$ cat config.mk
export PLATFORM = sky130hd
export DESIGN_NAME = adc_conv_ctl_flat
export DESIGN_NICKNAME = d
export VERILOG_FILES = /design/src/include/adc_ctl_pkg.sv /design/src/include/adc_link_if.sv /design/src/logic/sync2.sv /design/src/logic/adc_conv_ctl.sv /design/src/flat_wrapper.sv
export SDC_FILE = /design/constraint.sdc
export NUM_CORES = 1
export LEC_CHECK = 0
export BUFFER_PORTS_ARGS = -buffer_cell sky130_fd_sc_hd__buf_4
export CAP_MARGIN = 20
export CORE_UTILIZATION = 45
export DETAILED_ROUTE_END_ITERATION = 8
export GPL_ROUTABILITY_DRIVEN = 0
export PLACE_DENSITY = 0.68
export SYNTH_ARGS = -nofsm -noshare
export SYNTH_HDL_FRONTEND = slang
export SYNTH_SLANG_ARGS = --single-unit
$ cat constraint.sdc
create_clock -name clk_sys -period 3.3 [get_ports clk_sys]
set_input_delay 0.99 -clock clk_sys [delete_from_list [all_inputs] [get_ports clk_sys]]
set_output_delay 0.99 -clock clk_sys [all_outputs]
set_load 0.1 [all_outputs]
$ cat src/include/adc_ctl_pkg.sv
// constants and types shared by both ends of the converter control link
`default_nettype none
package adc_ctl_pkg;
  localparam int RES_W = 12;
  localparam logic [3:0] MSB_IDX = 4'hb;
  localparam int CLK_PERIOD_NS = 10;
  localparam int START_MIN_NS = 100;
  localparam int START_CYC = (START_MIN_NS + CLK_PERIOD_NS - 1) / CLK_PERIOD_NS;
  localparam int CONV_MAX_US = 20;
  localparam int LINK_PERIOD_NS = 1600;
  localparam int HALF_CYC = LINK_PERIOD_NS / (2 * CLK_PERIOD_NS);
  localparam int DIV_W = 8;
  localparam logic [DIV_W-1:0] HALF_LAST = DIV_W'(HALF_CYC - 1);
  localparam logic [DIV_W-1:0] START_LAST = DIV_W'(START_CYC - 1);
  localparam int ADDR_W = 2;
  localparam int DATA_W = 16;
  localparam logic [ADDR_W-1:0] ADDR_STATUS = 2'h0;
  localparam logic [ADDR_W-1:0] ADDR_MASK = 2'h1;
  localparam logic [ADDR_W-1:0] ADDR_RESULT = 2'h2;
  localparam int EV_DONE = 0;
  localparam int EV_ABORT = 1;
  localparam int EV_W = 2;
  localparam logic [EV_W-1:0] MASK_RST = 2'h0;
  localparam logic [RES_W-1:0] RESULT_RST = 12'h000;
  typedef enum logic [2:0]
  {
    ST_DONE = 3'b001,
    ST_RESET = 3'b010,
    ST_CONV = 3'b100
  } conv_state_t;
endpackage
`default_nettype wire

$ cat src/include/adc_link_if.sv
// pins between the converter control and the host that commands it
`timescale 1ns/10ps
`default_nettype none
interface adc_link_if;
  import adc_ctl_pkg::*;
  logic start;
  logic clk_out;
  logic clk_in;
  logic ser_data;
  logic strobe;
  logic eoc;
  logic eoc_n;
  logic [RES_W-1:0] par_data;
  logic msb_n;
  modport dev
  (
    input start, clk_in,
    output clk_out, ser_data, strobe, eoc, eoc_n, par_data, msb_n
  );
  modport host
  (
    output start, clk_in,
    input clk_out, ser_data, strobe, eoc, eoc_n, par_data, msb_n
  );
endinterface
`default_nettype wire

$ cat src/logic/sync2.sv
// two flip-flop synchroniser for levels from another clock domain
`timescale 1ns/10ps
`default_nettype none
module sync2 #(parameter int W = 1)
(
  input wire logic clk_sys,
  input wire logic rst_n,
  input wire logic [W-1:0] d,
  output logic [W-1:0] q
);
  logic [W-1:0] meta_r;
  always_ff @(posedge clk_sys or negedge rst_n)
  begin
    if (!rst_n)
    begin
      meta_r <= '0;
      q <= '0;
    end
    else
    begin
      meta_r <= d;
      q <= meta_r;
    end
  end
endmodule // sync2
`default_nettype wire

$ cat src/logic/adc_conv_ctl.sv
// converter end: reset on start, bit-per-clock successive approximation
//
// The placing of the registers and the plain strobed port are this design's own decisions.
`timescale 1ns/10ps
`default_nettype none
// Contract
// - host holds start high at least 100 ns
// - start high resets; falling edge starts clocking
// - status high in reset and conversion
// - second status output always inverse
// - decisions shifted out serially, MSB first
// - strobe per bit; data valid at leading edge
// - serial coding straight or offset binary
// - parallel result held until next start
// - parallel result positive true binary codes
// - inverted MSB gives two's complement
// - internal clock output sets conversion rate
// - conversion clocked only from clock input
// - outside clock symmetric, period above minimum
// - host uses inverted status for hold
module adc_conv_ctl
(
  input wire logic clk_sys,
  input wire logic rst_n,
  adc_link_if.dev link,
  input wire logic cmp_above,
  output logic [adc_ctl_pkg::RES_W-1:0] trial_code,
  input wire logic [adc_ctl_pkg::ADDR_W-1:0] reg_addr,
  input wire logic [adc_ctl_pkg::DATA_W-1:0] reg_wdata,
  input wire logic reg_wr,
  input wire logic reg_rd,
  output logic [adc_ctl_pkg::DATA_W-1:0] reg_rdata,
  output logic irq
);
  import adc_ctl_pkg::*;

  logic start_s;
  logic clk_s;
  sync2 #(.W(2)) u_sync
  (
    .clk_sys(clk_sys),
    .rst_n(rst_n),
    .d({link.start, link.clk_in}),
    .q({start_s, clk_s})
  );

  conv_state_t state_r, state_nxt;
  logic start_d_r, start_d_nxt;
  logic clk_d_r, clk_d_nxt;
  logic [3:0] idx_r, idx_nxt;
  logic [RES_W-1:0] sar_r, sar_nxt;
  logic [RES_W-1:0] par_r, par_nxt;
  logic msb_n_r, msb_n_nxt;
  logic ser_r, ser_nxt;
  logic pend_r, pend_nxt;
  logic strobe_r, strobe_nxt;
  logic eoc_r, eoc_nxt;
  logic eoc_n_r, eoc_n_nxt;
  logic [DIV_W-1:0] div_r, div_nxt;
  logic clk_out_r, clk_out_nxt;
  logic [EV_W-1:0] sts_r, sts_nxt;
  logic [EV_W-1:0] mask_r, mask_nxt;
  logic [DATA_W-1:0] rdata_r, rdata_nxt;
  logic irq_r, irq_nxt;
  logic start_fall, clk_rise, clk_fall;
  logic [EV_W-1:0] ev;

  assign start_fall = start_d_r & ~start_s;
  assign clk_rise = clk_s & ~clk_d_r;
  assign clk_fall = ~clk_s & clk_d_r;

  function automatic logic [RES_W-1:0] bit_mask(input logic [3:0] i);
    bit_mask = RES_W'(1) << i;
  endfunction

  // conversion sequence
  always_comb
  begin
    state_nxt = state_r;
    start_d_nxt = start_s;
    clk_d_nxt = clk_s;
    idx_nxt = idx_r;
    sar_nxt = sar_r;
    par_nxt = par_r;
    ser_nxt = ser_r;
    pend_nxt = pend_r;
    strobe_nxt = strobe_r;
    ev = '0;
    // strobe rises half a link clock after the bit was set, so the data
    // have settled before the leading edge
    if (clk_fall && pend_r)
    begin
      strobe_nxt = 1'b1;
      pend_nxt = 1'b0;
    end
    else if (clk_rise)
    begin
      strobe_nxt = 1'b0;
    end
    unique case (state_r)
      ST_DONE:
      begin
        if (start_s)
        begin
          state_nxt = ST_RESET;
        end
      end
      ST_RESET:
      begin
        pend_nxt = 1'b0;
        strobe_nxt = 1'b0;
        if (start_fall)
        begin
          state_nxt = ST_CONV;
          idx_nxt = MSB_IDX;
          sar_nxt = bit_mask(MSB_IDX);
        end
      end
      ST_CONV:
      begin
        if (start_s)
        begin
          state_nxt = ST_RESET;
          ev[EV_ABORT] = 1'b1;
        end
        else if (clk_rise)
        begin
          // one decision per link clock rise, only from the clock input
          sar_nxt[idx_r] = cmp_above;
          // the sar code is straight or offset binary by analog range only
          ser_nxt = cmp_above;
          pend_nxt = 1'b1;
          if (idx_r == 4'h0)
          begin
            state_nxt = ST_DONE;
            par_nxt = sar_nxt;
            ev[EV_DONE] = 1'b1;
          end
          else
          begin
            idx_nxt = idx_r - 4'h1;
            sar_nxt = sar_nxt | bit_mask(idx_r - 4'h1);
          end
        end
      end
    endcase
  end

  // status pins follow the state; inverted msb follows the parallel result
  always_comb
  begin
    eoc_nxt = (state_nxt != ST_DONE);
    eoc_n_nxt = (state_nxt == ST_DONE);
    msb_n_nxt = ~par_nxt[MSB_IDX];
  end

  // free running internal clock, offered on the clock output pin
  always_comb
  begin
    div_nxt = div_r + DIV_W'(1);
    clk_out_nxt = clk_out_r;
    if (div_r == HALF_LAST)
    begin
      div_nxt = '0;
      clk_out_nxt = ~clk_out_r;
    end
  end

  // register port and interrupt; an event in a clearing read survives
  always_comb
  begin
    sts_nxt = sts_r | ev;
    mask_nxt = mask_r;
    rdata_nxt = '0;
    if (reg_rd)
    begin
      unique case (reg_addr)
        ADDR_STATUS:
        begin
          rdata_nxt = DATA_W'(sts_r);
          sts_nxt = ev;
        end
        ADDR_MASK: rdata_nxt = DATA_W'(mask_r);
        ADDR_RESULT: rdata_nxt = DATA_W'(par_r);
        default: rdata_nxt = '0;
      endcase
    end
    if (reg_wr && reg_addr == ADDR_MASK)
    begin
      mask_nxt = reg_wdata[EV_W-1:0];
    end
    irq_nxt = |(sts_nxt & mask_nxt);
  end

  always_ff @(posedge clk_sys or negedge rst_n)
  begin
    if (!rst_n)
    begin
      state_r <= ST_DONE;
      start_d_r <= 1'b0;
      clk_d_r <= 1'b0;
      idx_r <= '0;
      sar_r <= RESULT_RST;
      par_r <= RESULT_RST;
      msb_n_r <= 1'b1;
      ser_r <= 1'b0;
      pend_r <= 1'b0;
      strobe_r <= 1'b0;
      eoc_r <= 1'b0;
      eoc_n_r <= 1'b1;
      div_r <= '0;
      clk_out_r <= 1'b0;
      sts_r <= '0;
      mask_r <= MASK_RST;
      rdata_r <= '0;
      irq_r <= 1'b0;
    end
    else
    begin
      state_r <= state_nxt;
      start_d_r <= start_d_nxt;
      clk_d_r <= clk_d_nxt;
      idx_r <= idx_nxt;
      sar_r <= sar_nxt;
      par_r <= par_nxt;
      msb_n_r <= msb_n_nxt;
      ser_r <= ser_nxt;
      pend_r <= pend_nxt;
      strobe_r <= strobe_nxt;
      eoc_r <= eoc_nxt;
      eoc_n_r <= eoc_n_nxt;
      div_r <= div_nxt;
      clk_out_r <= clk_out_nxt;
      sts_r <= sts_nxt;
      mask_r <= mask_nxt;
      rdata_r <= rdata_nxt;
      irq_r <= irq_nxt;
    end
  end

  assign link.clk_out = clk_out_r;
  assign link.ser_data = ser_r;
  assign link.strobe = strobe_r;
  assign link.eoc = eoc_r;
  assign link.eoc_n = eoc_n_r;
  assign link.par_data = par_r;
  assign link.msb_n = msb_n_r;
  assign trial_code = sar_r;
  assign reg_rdata = rdata_r;
  assign irq = irq_r;
endmodule // adc_conv_ctl
`default_nettype wire

$ cat src/flat_wrapper.sv
// flat-port wrapper written by rule: the top's interface ports become plain ports
module adc_conv_ctl_flat import adc_ctl_pkg::*;
  (clk_sys, rst_n, cmp_above, trial_code, reg_addr, reg_wdata, reg_wr, reg_rd, reg_rdata, irq, link_start, link_clk_in, link_clk_out, link_ser_data, link_strobe, link_eoc, link_eoc_n, link_par_data, link_msb_n);
  adc_link_if link_i ();
  input wire logic clk_sys;
  input wire logic rst_n;
  input wire logic cmp_above;
  output logic [adc_ctl_pkg::RES_W-1:0] trial_code;
  input wire logic [adc_ctl_pkg::ADDR_W-1:0] reg_addr;
  input wire logic [adc_ctl_pkg::DATA_W-1:0] reg_wdata;
  input wire logic reg_wr;
  input wire logic reg_rd;
  output logic [adc_ctl_pkg::DATA_W-1:0] reg_rdata;
  output logic irq;
  input wire logic [$bits(link_i.start)-1:0] link_start;
  input wire logic [$bits(link_i.clk_in)-1:0] link_clk_in;
  output wire logic [$bits(link_i.clk_out)-1:0] link_clk_out;
  output wire logic [$bits(link_i.ser_data)-1:0] link_ser_data;
  output wire logic [$bits(link_i.strobe)-1:0] link_strobe;
  output wire logic [$bits(link_i.eoc)-1:0] link_eoc;
  output wire logic [$bits(link_i.eoc_n)-1:0] link_eoc_n;
  output wire logic [$bits(link_i.par_data)-1:0] link_par_data;
  output wire logic [$bits(link_i.msb_n)-1:0] link_msb_n;
  assign link_i.start = link_start;
  assign link_i.clk_in = link_clk_in;
  assign link_clk_out = link_i.clk_out;
  assign link_ser_data = link_i.ser_data;
  assign link_strobe = link_i.strobe;
  assign link_eoc = link_i.eoc;
  assign link_eoc_n = link_i.eoc_n;
  assign link_par_data = link_i.par_data;
  assign link_msb_n = link_i.msb_n;
  adc_conv_ctl u_core (.clk_sys(clk_sys), .rst_n(rst_n), .link(link_i), .cmp_above(cmp_above), .trial_code(trial_code), .reg_addr(reg_addr), .reg_wdata(reg_wdata), .reg_wr(reg_wr), .reg_rd(reg_rd), .reg_rdata(reg_rdata), .irq(irq));
endmodule
======== Word-level counts from Yosys, hierarchy flattened ========
Cells that the tools add are included.
storage, ports and cells
  bits in registers ....................... 73
  input port bits ......................... 25
  output and inout bits ................... 47
  word-level logic and storage cells ...... 102
operators by class
  add/subtract/negate cells ............... 2
  magnitude comparators ................... 2
  equal/unequal tests ..................... 12
  shift-type cells ........................ 1
  mux-type cells .......................... 41
  bitwise operators ....................... 11
  reductions and logical operators ........ 12
operator list
  cell                    number
  $mux W12                8
  $pmux W12 S3            1
  $pmux W12 S2            1
  $mux W16                1
  $mux W4                 4
  $mux W3                 5
  $bwmux W12              1
  $or A12 B12 Y12         1
  $shl A1 B4 Y12 const A  1
  $mux W1                 11
  $pmux W3 S3             1
  $add A8 B1 Y8 const B   1
  $eq A8 B7 Y1 const B    1
  $mux W2                 4
  $mux W8                 1
  $pmux W4 S2             1
  $reduce_and A4 Y1       2
  $eq A3 B1 Y1 const B    2
  $lt A4 B5 Y1 const B    1
  $not A1 Y1              5
  $reduce_and A5 Y1       1
  $demux W1 S4            1
  $ge A4 B1 Y1 const B    1
  $logic_not A4 Y1        1
  18 further kinds        24

======== Depth between registers and ports, before layout ========
  depth in word-level cells ............... 10
  mapped depth ............................ 9
  mapped depth without buffers ............ 6

======== Modules after synthesis ========
From an unflattened synthesis, not the netlist that was laid out.
unflattened totals
  cells, all modules ...................... 301
  area, all modules ....................... 3228.1 µm²
by module, submodules not included
  module        instances  cells an instance  area an instance (µm²)  sequential area each (µm²)
  adc_conv_ctl  1          297                3128.0                  1630.3
  sync2         1          4                  100.1                   100.1

======== Worst setup path after synthesis ========
Ideal clock, no wire load.
  kind .................................... reg-to-reg
  from .................................... register u_core.idx_r[0]
  to ...................................... register u_core.par_r[0] (netlist: u_core.link.par_data[0])
  library setup time ...................... 126 ps
  data arrival time ....................... 2195 ps
  required time ........................... 3174 ps
  slack ................................... 979 ps
  cell stages (with the launch flop) ...... 8
  path buffers ............................ 2
  period minus slack after synthesis ...... 2321 ps
  cell sequence ........................... dfrtp_1 inv_1 ha_1 buf_4 or3b_4 or4_4 buf_6 mux2_4
between the ends
  cells in the longest elaborated chain, start to end .. 5
  elaborated cells between the ends (all ways) .. 8
  those cells by class .................... order compare (2); mux (3); reduce/logical (3)
RTL lines
  element                                                             line                 source
  from (decl)                                                         adc_conv_ctl.sv:50   logic [3:0] idx_r, idx_nxt;
  from (signal assigned)                                              adc_conv_ctl.sv:223  idx_r <= idx_nxt;
  $lt A4 B5 Y1 (not written as such) or $ge A4 B1 Y1 (tied branches)  adc_conv_ctl.sv:129  sar_nxt[idx_r] = cmp_above;
  $logic_and A1 B1 Y1 (not written as such)                           adc_conv_ctl.sv:129
  $mux W1 (not written as such)                                       adc_conv_ctl.sv:129
  $demux W1 S4                                                        --
  $bwmux W12                                                          adc_conv_ctl.sv:129
  to (signal assigned)                                                adc_conv_ctl.sv:225  par_r <= par_nxt;
  to (decl)                                                           adc_conv_ctl.sv:52   logic [RES_W-1:0] par_r, par_nxt;
Several ways; a longest one is shown, not always the timed one.
A chain may end at the register's enable or synchronous reset.

======== Final worst setup path ========
Same ends and word-level chain as after synthesis.

==> results by group <==
Timing
  – Fmax: 374 MHz
  – Worst Clk Skew: 0.00952 ns
  – Period utilization: 81.1%
  – Fin. Hold Viols: 0
  – Min cycle time layout: 2.68 ns
  – Setup violations, final: 0
  – Final Max Slew Viols: 0
  – RSZ-0062 raised after global routing: false
  – Slew @ Worst Pin: 0.846 ns
  – Sum Neg Setup Slack: 0 ns
  – Max_slew headroom: 43.6%

Synth
  – Seq/Total Area, Yosys: 53.8%
  – Syn Area/Cell: 10.5 sq um
  – Synth Area in Adders: 3.50%
  – Post-Syn Area: 0.00322 sq mm
  – Top cells by count, synth: dfrtp_1, nand2_1, a21oi_1, o21ai_0, nor2_1
  – Primary FF master, synth: dfrtp_1
  – Count leader, synth: dfrtp_1
  – Synth async-reset ratio: 100%
  – Synth Warn #: 0
  – Synth top area cells: dfrtp_1, nand2_1, ha_1
  – Post-synthesis simple-gate area fraction: 17.8%
  – Share of the synthesized area in the top cell type: 51.3%
  – Largest family of logic cells by synthesized area: simple AND/OR/NAND/NOR gates
  – Mux contribution to synthesized area: 4.28%
  – Synthesized flop and latch total: 69
  – Post-Synth XOR/XNOR Area: 1.63%
  – Post-synthesis cell type count: 48
  – Post-synth EDFFs: 0
  – Compound-gate portion of the synthesized area: 14.1%
  – Yosys top cell by area: dfrtp_1
  – Synth Instances: 307

Setup path
  – Crit path DAT: 2.91 ns
  – FF-to-FF path depth: 5
  – Largest fanout on the critical path: 26
  – Element type at the critical path start: flip-flop
  – Worst Setup End Kind: flip-flop
  – Crit Path Class: flip-flop to flip-flop
  – Worst EP required: 3.54 ns

Placement
  – Placed inst area: 0.00363 sq mm
  – Detail Placement HPWL: 4180 um
  – Port-buffer cells: 53

Drt
  – DRT antenna net count: 0
  – First-pass detailed-route iteration total: 4
  – WL final: 6210 um
  – Drt initial violations: 156
  – DR vias/cell: 5.13
  – DR DRC count: 0
  – Vias: 2346
  – Wire per inst: 13.6 um

Power and ir drop
  – Clk pwr share: 33.4%
  – Pint: 1330 uW
  – Switching power: 639 uW
  – Sequential share of power: 46.9%
  – Net Sw Frac: 32.4%
  – PD cells: 517 mW/mm^2
  – Static Leak: 0.00179 uW
  – Power share of the combinational group: 19.7%
  – VDD IR max: 0.000237 V

Die
  – # IOs: 72
  – Chip width: 86.6 um
  – Core area: 0.00687 sq mm
  – Initial Util: 46.8%
  – Num rows: 30
  – Die ar.: 0.00749 sq mm
  – Die Height: 86.6 um

Clock tree
  – CTS max path bufs: 2
  – CTS tree: done
  – Hold_buf cts: 0
  – Clock slew at reported path FFs: 0.07 ns
  – CTS buffer count: 9
  – Setup Fix Bufs, Post-CTS: 0
  – # clock sinks: 69
  – H-tree levels: 3
  – Clk_lat worst skew: 0.34 ns
  – CTS root buffer: clkbuf_8
  – Resized cells post-CTS: 0

Global routing
  – Pin count of the biggest net entering global routing: 70
  – Initial antenna violation count: 0
  – Vias in the first global route: 2227
  – Total grt overflow: 0
  – First-pass GRT wire length: 10300 um
  – GR Util All Layers: 18.0%

Final layout
  – Layout cell share with drive strength beyond 1: 24.7%
  – N_diodes: 0
  – Syn-to-layout area delta: 18.7%
  – Nets: 390
  – Design area: 0.00382 sq mm

Run status
  – Outcome: finished clean

Min path
  – Hold path depth: 0
  – HP Class: flip-flop to flip-flop

Run
  – Max cap viols: 0
-- critical path, stage by stage (launching register included) --
cell and delay [ns]:
dfrtp_1 0.47, inv_1 0.20, ha_1 0.37, or3b_4 0.46, or4_4 0.71, mux2_4 0.35
-- metal layers --
layer	track usage, %	vias up	wire (um)
met5	0	-	0
met4	7.73	0	97
met3	3.90	9	291
met2	29.1	58	2960
met1	23.4	1125	2860
li1	-	1154	-
-- layout by cell type, fill, tap and decap left out, drive strengths merged, types with 2 or more instances in the layout --
cell,Yosys,final
nand2b,5,5
nor3,6,6
clkinv,0,3
clkbuf,7,12
or2,3,3
or3b,3,3
dfrtp,66,66
a21oi,20,20
inv,11,11
a31oi,2,2
mux2i,10,10
nand3b,3,3
a2bb2oi,3,3
o221ai,4,4
o21ai,27,27
mux2,3,3
and2,12,12
o22ai,4,4
o2bb2ai,2,2
nor2b,6,6
dfstp,3,3
conb,1,4
xor2,6,6
and3,4,4
nand3,3,3
buf,11,53
ha,9,9
or3,4,4
nand2,40,40
nor3b,4,4
nor2,13,13
a21o,2,2
-- cell type report --
type                       instances  area, sq um
clock buffer                      12          135
clock inverter                     4         48.8
fill                             607         3050
inverter                          11         41.3
multi-input combinational        212         1350
sequential                        69         1730
tap                               96          120
timing repair buffer              53          398
-- state kept, by name (all words and copies together) (netlist names) --
signal / count
u_core.clk_d_r: 1
u_core.div_r: 8
u_core.idx_r: 4
u_core.irq: 1
u_core.link.clk_out: 1
u_core.link.eoc: 1
u_core.link.eoc_n: 1
u_core.link.msb_n: 1
u_core.link.par_data: 12
u_core.link.ser_data: 1
u_core.link.strobe: 1
u_core.mask_r: 2
u_core.pend_r: 1
u_core.reg_rdata: 12
u_core.start_d_r: 1
u_core.state_r: 3
u_core.sts_r: 2
u_core.trial_code: 12
u_core.u_sync.meta_r: 2
u_core.u_sync.q: 2
-- metrics by stage --
stage | setup slack (ns) | std cells | hold WS, ns | total power [uW] | util (%)
after floorplan | 0.979 | 310 | 0.331 | 1230 | -
after global placement | 0.686 | 441 | 0.333 | 1330 | 52.9
after detailed placement | 0.638 | 441 | 0.347 | 1330 | 52.9
after CTS | 0.628 | 457 | 0.364 | 2000 | 55.6
after global routing | 0.535 | 457 | 0.366 | 2060 | 55.6
final | 0.624 | 457 | 0.357 | 1970 | 55.6
-- worst paths after layout --
kind / slack (ns) / endpoint / startpoint
worst min register to register: 0.36 / u_core.u_sync.q[1] / u_core.u_sync.meta_r[1]
worst max-delay path: 0.62 / u_core.link.par_data[0] / u_core.idx_r[0]
worst max register to register: 0.62 / u_core.link.par_data[0] / u_core.idx_r[0]
max in group asynchronous: 2.00 / u_core.link.ser_data / rst_n
worst min-delay path: 0.36 / u_core.u_sync.q[1] / u_core.u_sync.meta_r[1]
min in group asynchronous: 0.75 / u_core.div_r[6] / rst_n
-- cell families after synthesis --
| group | count (synthesis) |
|---|---|
| simple gates | 110 |
| other cells | 1 |
| compound gates | 70 |
| xor+xnor | 6 |
| buf+inv | 29 |
| flops | 69 |
| fa+ha+maj | 9 |
| mux | 13 |
-- power by group through the flow --
| stage | combinational (uW) | sequential (uW) | clock (uW) |
|---|---|---|---|
| finish | 389 | 925 | 659 |
| global route | 417 | 930 | 710 |
| detailed placement | 391 | 940 | 0 |
| floorplan | 146 | 1090 | 0 |
| CTS | 393 | 924 | 680 |
| global placement | 388 | 939 | 0 |
Note: power is estimated with default switching activity, not from simulation.
